===== src/core/cpfe_pkg.sv =====
// Package for the communication and pin fault event block.
// Holds flag indices, widths, reset values and the restart state encoding.
package cpfe_pkg;

    // =========================================================
    // Flag layout
    localparam int unsigned CPFE_NUM_FLAGS   = 9;
    localparam int unsigned CPFE_SPMI        = 0;
    localparam int unsigned CPFE_SPI_FRAMING = 1;
    localparam int unsigned CPFE_PORT1_CRC   = 2;
    localparam int unsigned CPFE_PORT1_ADDR  = 3;
    localparam int unsigned CPFE_PORT2_CRC   = 4;
    localparam int unsigned CPFE_PORT2_ADDR  = 5;
    localparam int unsigned CPFE_SEQUENCER   = 6;
    localparam int unsigned CPFE_ENABLE_PIN  = 7;
    localparam int unsigned CPFE_IRQ_PIN     = 8;

    // =========================================================
    // Widths and reset values
    localparam int unsigned CPFE_DEST_W      = 2;
    localparam logic        CPFE_FLAG_RST    = 1'b0;
    localparam logic        CPFE_LIVE_RST    = 1'b0;
    localparam logic [1:0]  CPFE_DEST_RST    = 2'h0;

    // =========================================================
    // Recovery sequence, Gray coded along run, shut, restart
    typedef enum logic [1:0] {
        CPFE_RUN     = 2'h0,
        CPFE_SHUT    = 2'h1,
        CPFE_RESTART = 2'h3,
        CPFE_LOCKED  = 2'h2
    } cpfe_state_t;

endpackage


===== src/core/cpfe_flag.sv =====
// One sticky write-one-to-clear interrupt flag.
// Assumes set, clear and hold are synchronous to core_clk.
`timescale 1ns/10ps
module cpfe_flag
    import cpfe_pkg::*;
(
    input  wire logic core_clk,
    input  wire logic rst_n,
    input  wire logic set,
    input  wire logic clear,
    input  wire logic hold,
    output logic      flag
);

    logic next_flag;

    // =========================================================
    // Set beats clear; a clear is ignored while the cause persists
    always_comb begin
        next_flag = set | (flag & ~(clear & ~hold));
    end

    always_ff @(posedge core_clk) begin
        if (!rst_n) begin
            flag <= CPFE_FLAG_RST;
        end else begin
            flag <= next_flag;
        end
    end

endmodule


===== src/core/cpfe_events.sv =====
// Fault event logic for serial link errors, sequencer errors and pin readback.
// Assumes all inputs synchronous to core_clk; error inputs are one-cycle pulses.
`timescale 1ns/10ps
module cpfe_events
    import cpfe_pkg::*;
#(
    parameter int unsigned DEST_W = CPFE_DEST_W
)
(
    input  wire logic              core_clk,
    input  wire logic              rst_n,
    input  wire logic              spmi_err,
    input  wire logic              spi_framing_err,
    input  wire logic              port1_crc_err,
    input  wire logic              port1_addr_err,
    input  wire logic              port2_crc_err,
    input  wire logic              port2_addr_err,
    input  wire logic              sequencer_err,
    input  wire logic              enable_drive_cmd,
    input  wire logic              enable_drive_pin_i,
    input  wire logic              irq_out_n_i,
    input  wire logic [8:0]        flag_clear_write,
    input  wire logic              spmi_fault_mask,
    input  wire logic              spi_framing_fault_mask,
    input  wire logic              port1_crc_fault_mask,
    input  wire logic              port1_addr_fault_mask,
    input  wire logic              port2_crc_fault_mask,
    input  wire logic              port2_addr_fault_mask,
    input  wire logic              enable_pin_mismatch_mask,
    input  wire logic              irq_pin_mismatch_mask,
    input  wire logic [DEST_W-1:0] restart_target_state,
    input  wire logic              shutdown_done,
    input  wire logic              tsd_ord_raw,
    input  wire logic              tsd_imm_raw,
    input  wire logic              thermal_recovered,
    output logic                   spmi_fault_flag,
    output logic                   spi_framing_fault_flag,
    output logic                   port1_crc_fault_flag,
    output logic                   port1_addr_fault_flag,
    output logic                   port2_crc_fault_flag,
    output logic                   port2_addr_fault_flag,
    output logic                   sequencer_fault_flag,
    output logic                   enable_pin_mismatch_flag,
    output logic                   irq_pin_mismatch_flag,
    output logic                   enable_pin_mismatch_live,
    output logic                   irq_pin_mismatch_live,
    output logic                   moderate_fault_trigger,
    output logic                   severe_fault_trigger,
    output logic                   shutdown_active,
    output logic                   pulldown_en,
    output logic                   restart_req,
    output logic [DEST_W-1:0]      restart_dest,
    output logic                   restart_locked,
    output logic                   tsd_ord_visible,
    output logic                   tsd_imm_visible,
    output logic                   irq_out_n_o,
    output logic                   irq_out_n_oe
);

    logic [CPFE_NUM_FLAGS-1:0] flags;
    logic [CPFE_NUM_FLAGS-1:0] set_vec;
    logic [CPFE_NUM_FLAGS-1:0] hold_vec;
    logic [CPFE_NUM_FLAGS-1:0] mask_vec;
    logic                      en_mismatch;
    logic                      irq_mismatch;
    logic                      irq_drive;
    logic                      next_en_live;
    logic                      next_irq_live;
    logic                      next_irq_drive;
    logic                      next_moderate;
    logic                      next_severe;
    cpfe_state_t               state;
    cpfe_state_t               next_state;
    logic                      next_pulldown;
    logic [DEST_W-1:0]         next_dest;

    // =========================================================
    // Event sources
    always_comb begin
        en_mismatch  = enable_drive_pin_i != enable_drive_cmd;
        irq_mismatch = irq_drive & irq_out_n_i;
        set_vec = '0;
        set_vec[CPFE_SPMI]        = spmi_err;
        set_vec[CPFE_SPI_FRAMING] = spi_framing_err;
        set_vec[CPFE_PORT1_CRC]   = port1_crc_err;
        set_vec[CPFE_PORT1_ADDR]  = port1_addr_err;
        set_vec[CPFE_PORT2_CRC]   = port2_crc_err;
        set_vec[CPFE_PORT2_ADDR]  = port2_addr_err;
        set_vec[CPFE_SEQUENCER]   = sequencer_err;
        set_vec[CPFE_ENABLE_PIN]  = enable_pin_mismatch_live;
        set_vec[CPFE_IRQ_PIN]     = irq_pin_mismatch_live;
        hold_vec = '0;
        hold_vec[CPFE_ENABLE_PIN] = enable_pin_mismatch_live;
        hold_vec[CPFE_IRQ_PIN]    = irq_pin_mismatch_live;
        mask_vec = '0;
        mask_vec[CPFE_SPMI]        = spmi_fault_mask;
        mask_vec[CPFE_SPI_FRAMING] = spi_framing_fault_mask;
        mask_vec[CPFE_PORT1_CRC]   = port1_crc_fault_mask;
        mask_vec[CPFE_PORT1_ADDR]  = port1_addr_fault_mask;
        mask_vec[CPFE_PORT2_CRC]   = port2_crc_fault_mask;
        mask_vec[CPFE_PORT2_ADDR]  = port2_addr_fault_mask;
        mask_vec[CPFE_ENABLE_PIN]  = enable_pin_mismatch_mask;
        mask_vec[CPFE_IRQ_PIN]     = irq_pin_mismatch_mask;
    end

    // =========================================================
    // Sticky flags, cleared only by a host write of one
    genvar gi;
    generate
        for (gi = 0; gi < CPFE_NUM_FLAGS; gi++) begin : g_flag
            cpfe_flag u_flag (
                .core_clk (core_clk),
                .rst_n    (rst_n),
                .set      (set_vec[gi]),
                .clear    (flag_clear_write[gi]),
                .hold     (hold_vec[gi]),
                .flag     (flags[gi])
            );
        end
    endgenerate

    assign spmi_fault_flag          = flags[CPFE_SPMI];
    assign spi_framing_fault_flag   = flags[CPFE_SPI_FRAMING];
    assign port1_crc_fault_flag     = flags[CPFE_PORT1_CRC];
    assign port1_addr_fault_flag    = flags[CPFE_PORT1_ADDR];
    assign port2_crc_fault_flag     = flags[CPFE_PORT2_CRC];
    assign port2_addr_fault_flag    = flags[CPFE_PORT2_ADDR];
    assign sequencer_fault_flag     = flags[CPFE_SEQUENCER];
    assign enable_pin_mismatch_flag = flags[CPFE_ENABLE_PIN];
    assign irq_pin_mismatch_flag    = flags[CPFE_IRQ_PIN];

    // =========================================================
    // Live bits, triggers and the irq pin
    always_comb begin
        next_en_live   = en_mismatch;
        next_irq_live  = irq_mismatch;
        // Mask hides the pin only; flags and triggers ignore it
        next_irq_drive = |(flags & ~mask_vec);
        next_moderate  = spmi_err | (irq_mismatch & ~irq_pin_mismatch_live);
        next_severe    = sequencer_err;
    end

    always_ff @(posedge core_clk) begin
        if (!rst_n) begin
            enable_pin_mismatch_live <= CPFE_LIVE_RST;
            irq_pin_mismatch_live    <= CPFE_LIVE_RST;
            irq_drive                <= 1'b0;
            moderate_fault_trigger   <= 1'b0;
            severe_fault_trigger     <= 1'b0;
        end else begin
            enable_pin_mismatch_live <= next_en_live;
            irq_pin_mismatch_live    <= next_irq_live;
            irq_drive                <= next_irq_drive;
            moderate_fault_trigger   <= next_moderate;
            severe_fault_trigger     <= next_severe;
        end
    end

    // Open drain: only ever pulls low
    assign irq_out_n_o  = 1'b0;
    assign irq_out_n_oe = irq_drive;

    // Thermal flags stay hidden until the part has cooled back down
    assign tsd_ord_visible = tsd_ord_raw & thermal_recovered;
    assign tsd_imm_visible = tsd_imm_raw & thermal_recovered;

    // =========================================================
    // Shutdown and automatic restart
    always_comb begin
        next_state    = state;
        next_pulldown = pulldown_en;
        next_dest     = restart_dest;
        case (state)
            CPFE_RUN: begin
                if (moderate_fault_trigger || severe_fault_trigger) begin
                    next_state    = CPFE_SHUT;
                    next_pulldown = severe_fault_trigger;
                    next_dest     = restart_target_state;
                end
            end
            CPFE_SHUT: begin
                if (shutdown_done) begin
                    next_state = CPFE_RESTART;
                end
            end
            CPFE_RESTART: begin
                next_state    = CPFE_RUN;
                next_pulldown = 1'b0;
            end
            CPFE_LOCKED: begin
                next_state = CPFE_LOCKED;
            end
            default: begin
                next_state = CPFE_RUN;
            end
        endcase
        // Only a supply cycle (reset) leaves the lock
        if (sequencer_err && sequencer_fault_flag) begin
            next_state    = CPFE_LOCKED;
            next_pulldown = 1'b1;
        end
    end

    always_ff @(posedge core_clk) begin
        if (!rst_n) begin
            state        <= CPFE_RUN;
            pulldown_en  <= 1'b0;
            restart_dest <= CPFE_DEST_RST;
        end else begin
            state        <= next_state;
            pulldown_en  <= next_pulldown;
            restart_dest <= next_dest;
        end
    end

    assign shutdown_active = state != CPFE_RUN;
    assign restart_req     = state == CPFE_RESTART;
    assign restart_locked  = state == CPFE_LOCKED;

    // =========================================================
    // Checks
    property p_spmi_mod;
        @(posedge core_clk) disable iff (!rst_n)
        spmi_err |=> moderate_fault_trigger && spmi_fault_flag;
    endproperty
    a_spmi_mod: assert property (p_spmi_mod) else $error("spmi error lost");

    property p_restart;
        @(posedge core_clk) disable iff (!rst_n)
        (state == CPFE_SHUT && shutdown_done && !(sequencer_err && sequencer_fault_flag))
            |=> restart_req ##1 (state == CPFE_RUN);
    endproperty
    a_restart: assert property (p_restart) else $error("no restart");

    property p_frame_only;
        @(posedge core_clk) disable iff (!rst_n)
        (spi_framing_err && !spmi_err && !sequencer_err && !irq_mismatch)
            |=> spi_framing_fault_flag && !moderate_fault_trigger && !severe_fault_trigger;
    endproperty
    a_frame_only: assert property (p_frame_only) else $error("framing flag wrong");

    property p_clear_w1;
        @(posedge core_clk) disable iff (!rst_n)
        (port1_crc_fault_flag && !flag_clear_write[CPFE_PORT1_CRC] && !port1_crc_err) |=> port1_crc_fault_flag;
    endproperty
    a_clear_w1: assert property (p_clear_w1) else $error("flag cleared without write");

    property p_addr_set;
        @(posedge core_clk) disable iff (!rst_n)
        (port1_addr_err || port2_addr_err) |=> (port1_addr_fault_flag || port2_addr_fault_flag);
    endproperty
    a_addr_set: assert property (p_addr_set) else $error("address flag missing");

    property p_severe;
        @(posedge core_clk) disable iff (!rst_n)
        (sequencer_err && state == CPFE_RUN) |=> severe_fault_trigger ##1 (pulldown_en && shutdown_active);
    endproperty
    a_severe: assert property (p_severe) else $error("severe shutdown missing");

    property p_lock;
        @(posedge core_clk) disable iff (!rst_n)
        (sequencer_err && sequencer_fault_flag) |=> restart_locked [*4];
    endproperty
    a_lock: assert property (p_lock) else $error("lock not held");

    property p_pin_hold;
        @(posedge core_clk) disable iff (!rst_n)
        (irq_pin_mismatch_live && flag_clear_write[CPFE_IRQ_PIN]) |=> irq_pin_mismatch_flag;
    endproperty
    a_pin_hold: assert property (p_pin_hold) else $error("pin flag cleared early");

    property p_irq_pin;
        @(posedge core_clk) disable iff (!rst_n)
        (sequencer_fault_flag && !sequencer_err && !flag_clear_write[CPFE_SEQUENCER]) |=> ##1 irq_out_n_oe;
    endproperty
    a_irq_pin: assert property (p_irq_pin) else $error("irq not driven");

    property p_en_live;
        @(posedge core_clk) disable iff (!rst_n)
        en_mismatch |=> enable_pin_mismatch_live ##1 enable_pin_mismatch_flag;
    endproperty
    a_en_live: assert property (p_en_live) else $error("enable mismatch missed");

endmodule


===== config.mk =====
export PLATFORM = sky130hd
export DESIGN_NAME = cpfe_events
export DESIGN_NICKNAME = d
export VERILOG_FILES = /design/src/core/cpfe_pkg.sv /design/src/core/cpfe_flag.sv /design/src/core/cpfe_events.sv
export SDC_FILE = /design/constraint.sdc
export NUM_CORES = 1
export LEC_CHECK = 0
export BUFFER_PORTS_ARGS = -buffer_cell sky130_fd_sc_hd__buf_4
export CAP_MARGIN = 10
export CELL_PAD_IN_SITES_DETAIL_PLACEMENT = 1
export CELL_PAD_IN_SITES_GLOBAL_PLACEMENT = 2
export CORE_MARGIN = 8
export CORE_UTILIZATION = 20
export CTS_BUF_LIST = sky130_fd_sc_hd__clkbuf_16
export DETAILED_ROUTE_END_ITERATION = 7
export GPL_ROUTABILITY_DRIVEN = 0
export PLACE_DENSITY_LB_ADDON = 0.1
export SLEW_MARGIN = 15
export SYNTH_ARGS = -nofsm -noshare
export SYNTH_HDL_FRONTEND = slang
export SYNTH_SLANG_ARGS = --single-unit
export TNS_END_PERCENT = 5

===== constraint.sdc =====
create_clock -name core_clk -period 1.75 [get_ports core_clk]
set_input_delay 0.175 -clock core_clk [delete_from_list [all_inputs] [get_ports core_clk]]
set_output_delay 0.175 -clock core_clk [all_outputs]
set_load 0.1 [all_outputs]

==> flow_metrics.py <==
metrics = {
    "power_and_ir_drop": {
        "powerDensity_nw_per_um2": 1290,
        "p_int_mw": 0.9887,
        "netSwitchingFraction_pct": 43.19,
        "switchingPower_mw": 0.7518,
        "power_frac_comb_pct": 43.6,
        "pwr-share-clk_pct": 26.8,
        "finalPower_mw": 1.741,
        "p_seq_share_pct": 29.6,
        "max-vdd-ir-drop_mv": 0.3733,
        "leakage_nw": 0.7038,
    },
    "sta": {
        "slew_headroom_pct": 66.03,
        "drv_slew": 0,
        "rsz0062_at_grt": "false",
        "holdWs_ns": 0.1259,
        "finalCriticalPeriod_ns": 1.495,
        "skew_ns": 0.002674,
        "post-route-period-util_pct": 85.40,
        "timing.fmax_mhz": 669.1,
        "report.final.setup_viol": 0,
        "worstMarginPinSlew_ns": 0.5090,
        "tns_ns": 0,
        "final_hold_viol_count": 0,
    },
    "min_path": {
        "min_to": "g_flag[3].u_flag.flag",
        "hp-start": "port1_addr_err",
        "min_path_type": "in -> reg",
        "hold_depth": 3,
    },
    "die": {
        "die_h_um": 79.18,
        "dieArea_sq_um": 6269,
        "start_util_pct": 20.40,
        "core_sq_um": 3914,
        "ioPinCount": 58,
        "rows": 23,
        "die_w_um": 79.18,
    },
    "setup_path": {
        "start_kind": "register",
        "crit_required_ns": 1.93,
        "r2r-end": "state[1]",
        "reg2reg_slack_ns": 0.26,
        "endpoint_kind": "register",
        "r2r_cells": 5,
        "critPathKind": "reg -> reg",
        "critPathArrivalTime_ns": 1.67,
        "critPathMaxFanout": 6,
        "r2r-start": "state[0]",
    },
    "run_status": {
        "outcome": "complete, no violations",
    },
    "clock_tree": {
        "cts.clk_slew.worst_paths_ns": 0.05,
        "cts_root_buf": "clkbuf_16",
        "hold_buffers": 0,
        "clk_latency_ns": 0.25,
        "clock-sinks": 19,
        "cts.path.max_buffers": 2,
        "postCtsSetupRepairBufs": 0,
        "cts_resized": 0,
        "cts.htree.levels": 1,
        "cts_made_buffers": 3,
        "cts_tree": "built",
    },
    "placed_design": {
        "numPortBuffers": 56,
        "hpwl_mm": 2.225,
        "placedInstanceArea_sq_um": 1270,
        "dp.cells": 197,
    },
    "grt": {
        "grt_pass1_wl_mm": 4.119,
        "overflow": 0,
        "track_usage_pct": 8.477,
        "use_met3_pct": 3.950,
        "use_met2_pct": 13.80,
        "grt_start_max_net_pins": 16,
        "grt_most_used_layer": "met2",
        "grtUsageMet1_pct": 8.756,
        "antenna_found_initial": 0,
        "grt_pass1_vias": 882,
    },
    "drt": {
        "wl_mm": 2.628,
        "vias": 838,
        "avgRoutedWirePerCell_um": 13.07,
        "route.detailed.drc": 0,
        "via_per_inst": 4.169,
        "drtPass1Iterations": 4,
        "first_iter_violations": 14,
        "antenna_left": 0,
    },
    "synth": {
        "ys_types": 24,
        "synth_cells": 93,
        "syn_nets": 132,
        "yosysSeqAreaShare_pct": 47.65,
        "syn_area_sq_um": 798.3,
        "syn-mean-instance-area_sq_um": 8.584,
        "ys_seq_elements": 19,
        "yosysWarnings": 0,
    },
    "finish": {
        "drive_above_1_share_pct": 39.07,
        "antenna_cells": 0,
        "fin_nets": 191,
        "syn_to_final_growth_pct": 68.96,
        "finalNonFillerCells": 201,
        "final_area_sq_um": 1349,
    },
    "run": {
        "cap_violations": 0,
    },
}
## cell usage after synthesis, drive strengths merged
library cell,count,area [sq um]
a2111oi,1,8.760
a21oi,10,50.05
a222oi,1,10.01
a22o,1,8.760
a31oi,3,18.77
and2,3,18.77
and3,1,6.260
buf,1,7.510
clkbuf,1,3.750
conb,1,3.750
dfxtp,19,380.4
ha,4,50.05
inv,18,67.56
mux2i,2,20.02
nand2,1,3.750
nand2b,1,6.260
nand3b,1,7.510
nor2,12,45.04
nor2b,4,25.02
nor3b,1,7.510
o2111a,1,11.26
o21ai,4,20.02
or3b,1,8.760
xnor2,1,8.760
## cell type report
type | instances | area (sq um)
fill | 500 | 2565
timing repair buffer | 56 | 420.4
sequential | 19 | 380.4
multi-input combinational | 54 | 339.1
clock buffer | 3 | 75.07
inverter | 18 | 67.56
tap | 50 | 62.56
clock inverter | 1 | 3.754
## flip-flops by register name, indices dropped and copies added (netlist names)
signal / count
g_flag.u_flag.flag: 9
restart_dest: 2
state: 2
enable_pin_mismatch_live: 1
irq_out_n_oe: 1
irq_pin_mismatch_live: 1
moderate_fault_trigger: 1
pulldown_en: 1
severe_fault_trigger: 1
## logic make-up (layout without fill, tap and decap cells)
kind of cell,count (synthesis),in the layout,synth area share (%)
AO/OA/AOI/OAI,21,21,15.99
XOR/XNOR,1,1,1.097
adder cells (fa/ha/maj),4,4,6.270
buffers and inverters,20,78,9.874
flip-flops,19,19,47.65
multiplexers,2,2,2.508
other,1,1,0.4698
AND/OR/NAND/NOR,25,25,16.15
## critical path, cell delays in order (launching register included)
cell,delay [ns]
dfxtp_1,0.36
inv_1,0.08
ha_1,0.25
nor3b_1,0.18
or3b_1,0.38
a31oi_1,0.17
## per-layer routing
metal | part of all wire [%] | up-vias
met5 | 0 | -
met4 | 2.1 | 0
met3 | 10 | 5
met2 | 49 | 37
met1 | 38 | 381
li1 | - | 415
## power by group through the flow
| stage | registers, mW | logic (mW) | clock network [mW] |
|---|---|---|---|
| 2_1_floorplan | 0.752 | 0.353 | 0 |
| 3_3_place_gp | 0.523 | 0.758 | 0 |
| 3_5_place_dp | 0.526 | 0.767 | 0 |
| 4_1_cts | 0.517 | 0.769 | 0.490 |
| 5_1_grt | 0.523 | 0.802 | 0.516 |
| 6_report | 0.515 | 0.759 | 0.466 |
## through the flow
stage / setup slack (ns) / util (%)
6_report: 0.2555 / 34.46
2_1_floorplan: 0.001383 / -
4_1_cts: 0.2253 / 34.46
3_3_place_gp: 0.3108 / 32.45
3_5_place_dp: 0.2409 / 32.45
5_1_grt: 0.1562 / 34.46
## worst max path at each step
stage,start,depth (start not counted),slack [ns],endpoint
floorplan,severe_fault_trigger,3,0.001,state[1]
global placement,state[0],5,0.31,state[1]
detailed placement,state[0],5,0.24,state[1]
CTS,state[0],5,0.23,state[1]
global route,state[0],5,0.16,state[1]
finish,state[0],5,0.26,state[1]
## layout by cell type (no fill, tap or decap), drive strengths merged, types with 4 or more instances in the layout
cell type,count
dfxtp,19
nor2b,4
inv,19
a21oi,10
nor2,12
buf,56
o21ai,4
ha,4
Power figures use the tool's default switching activity.
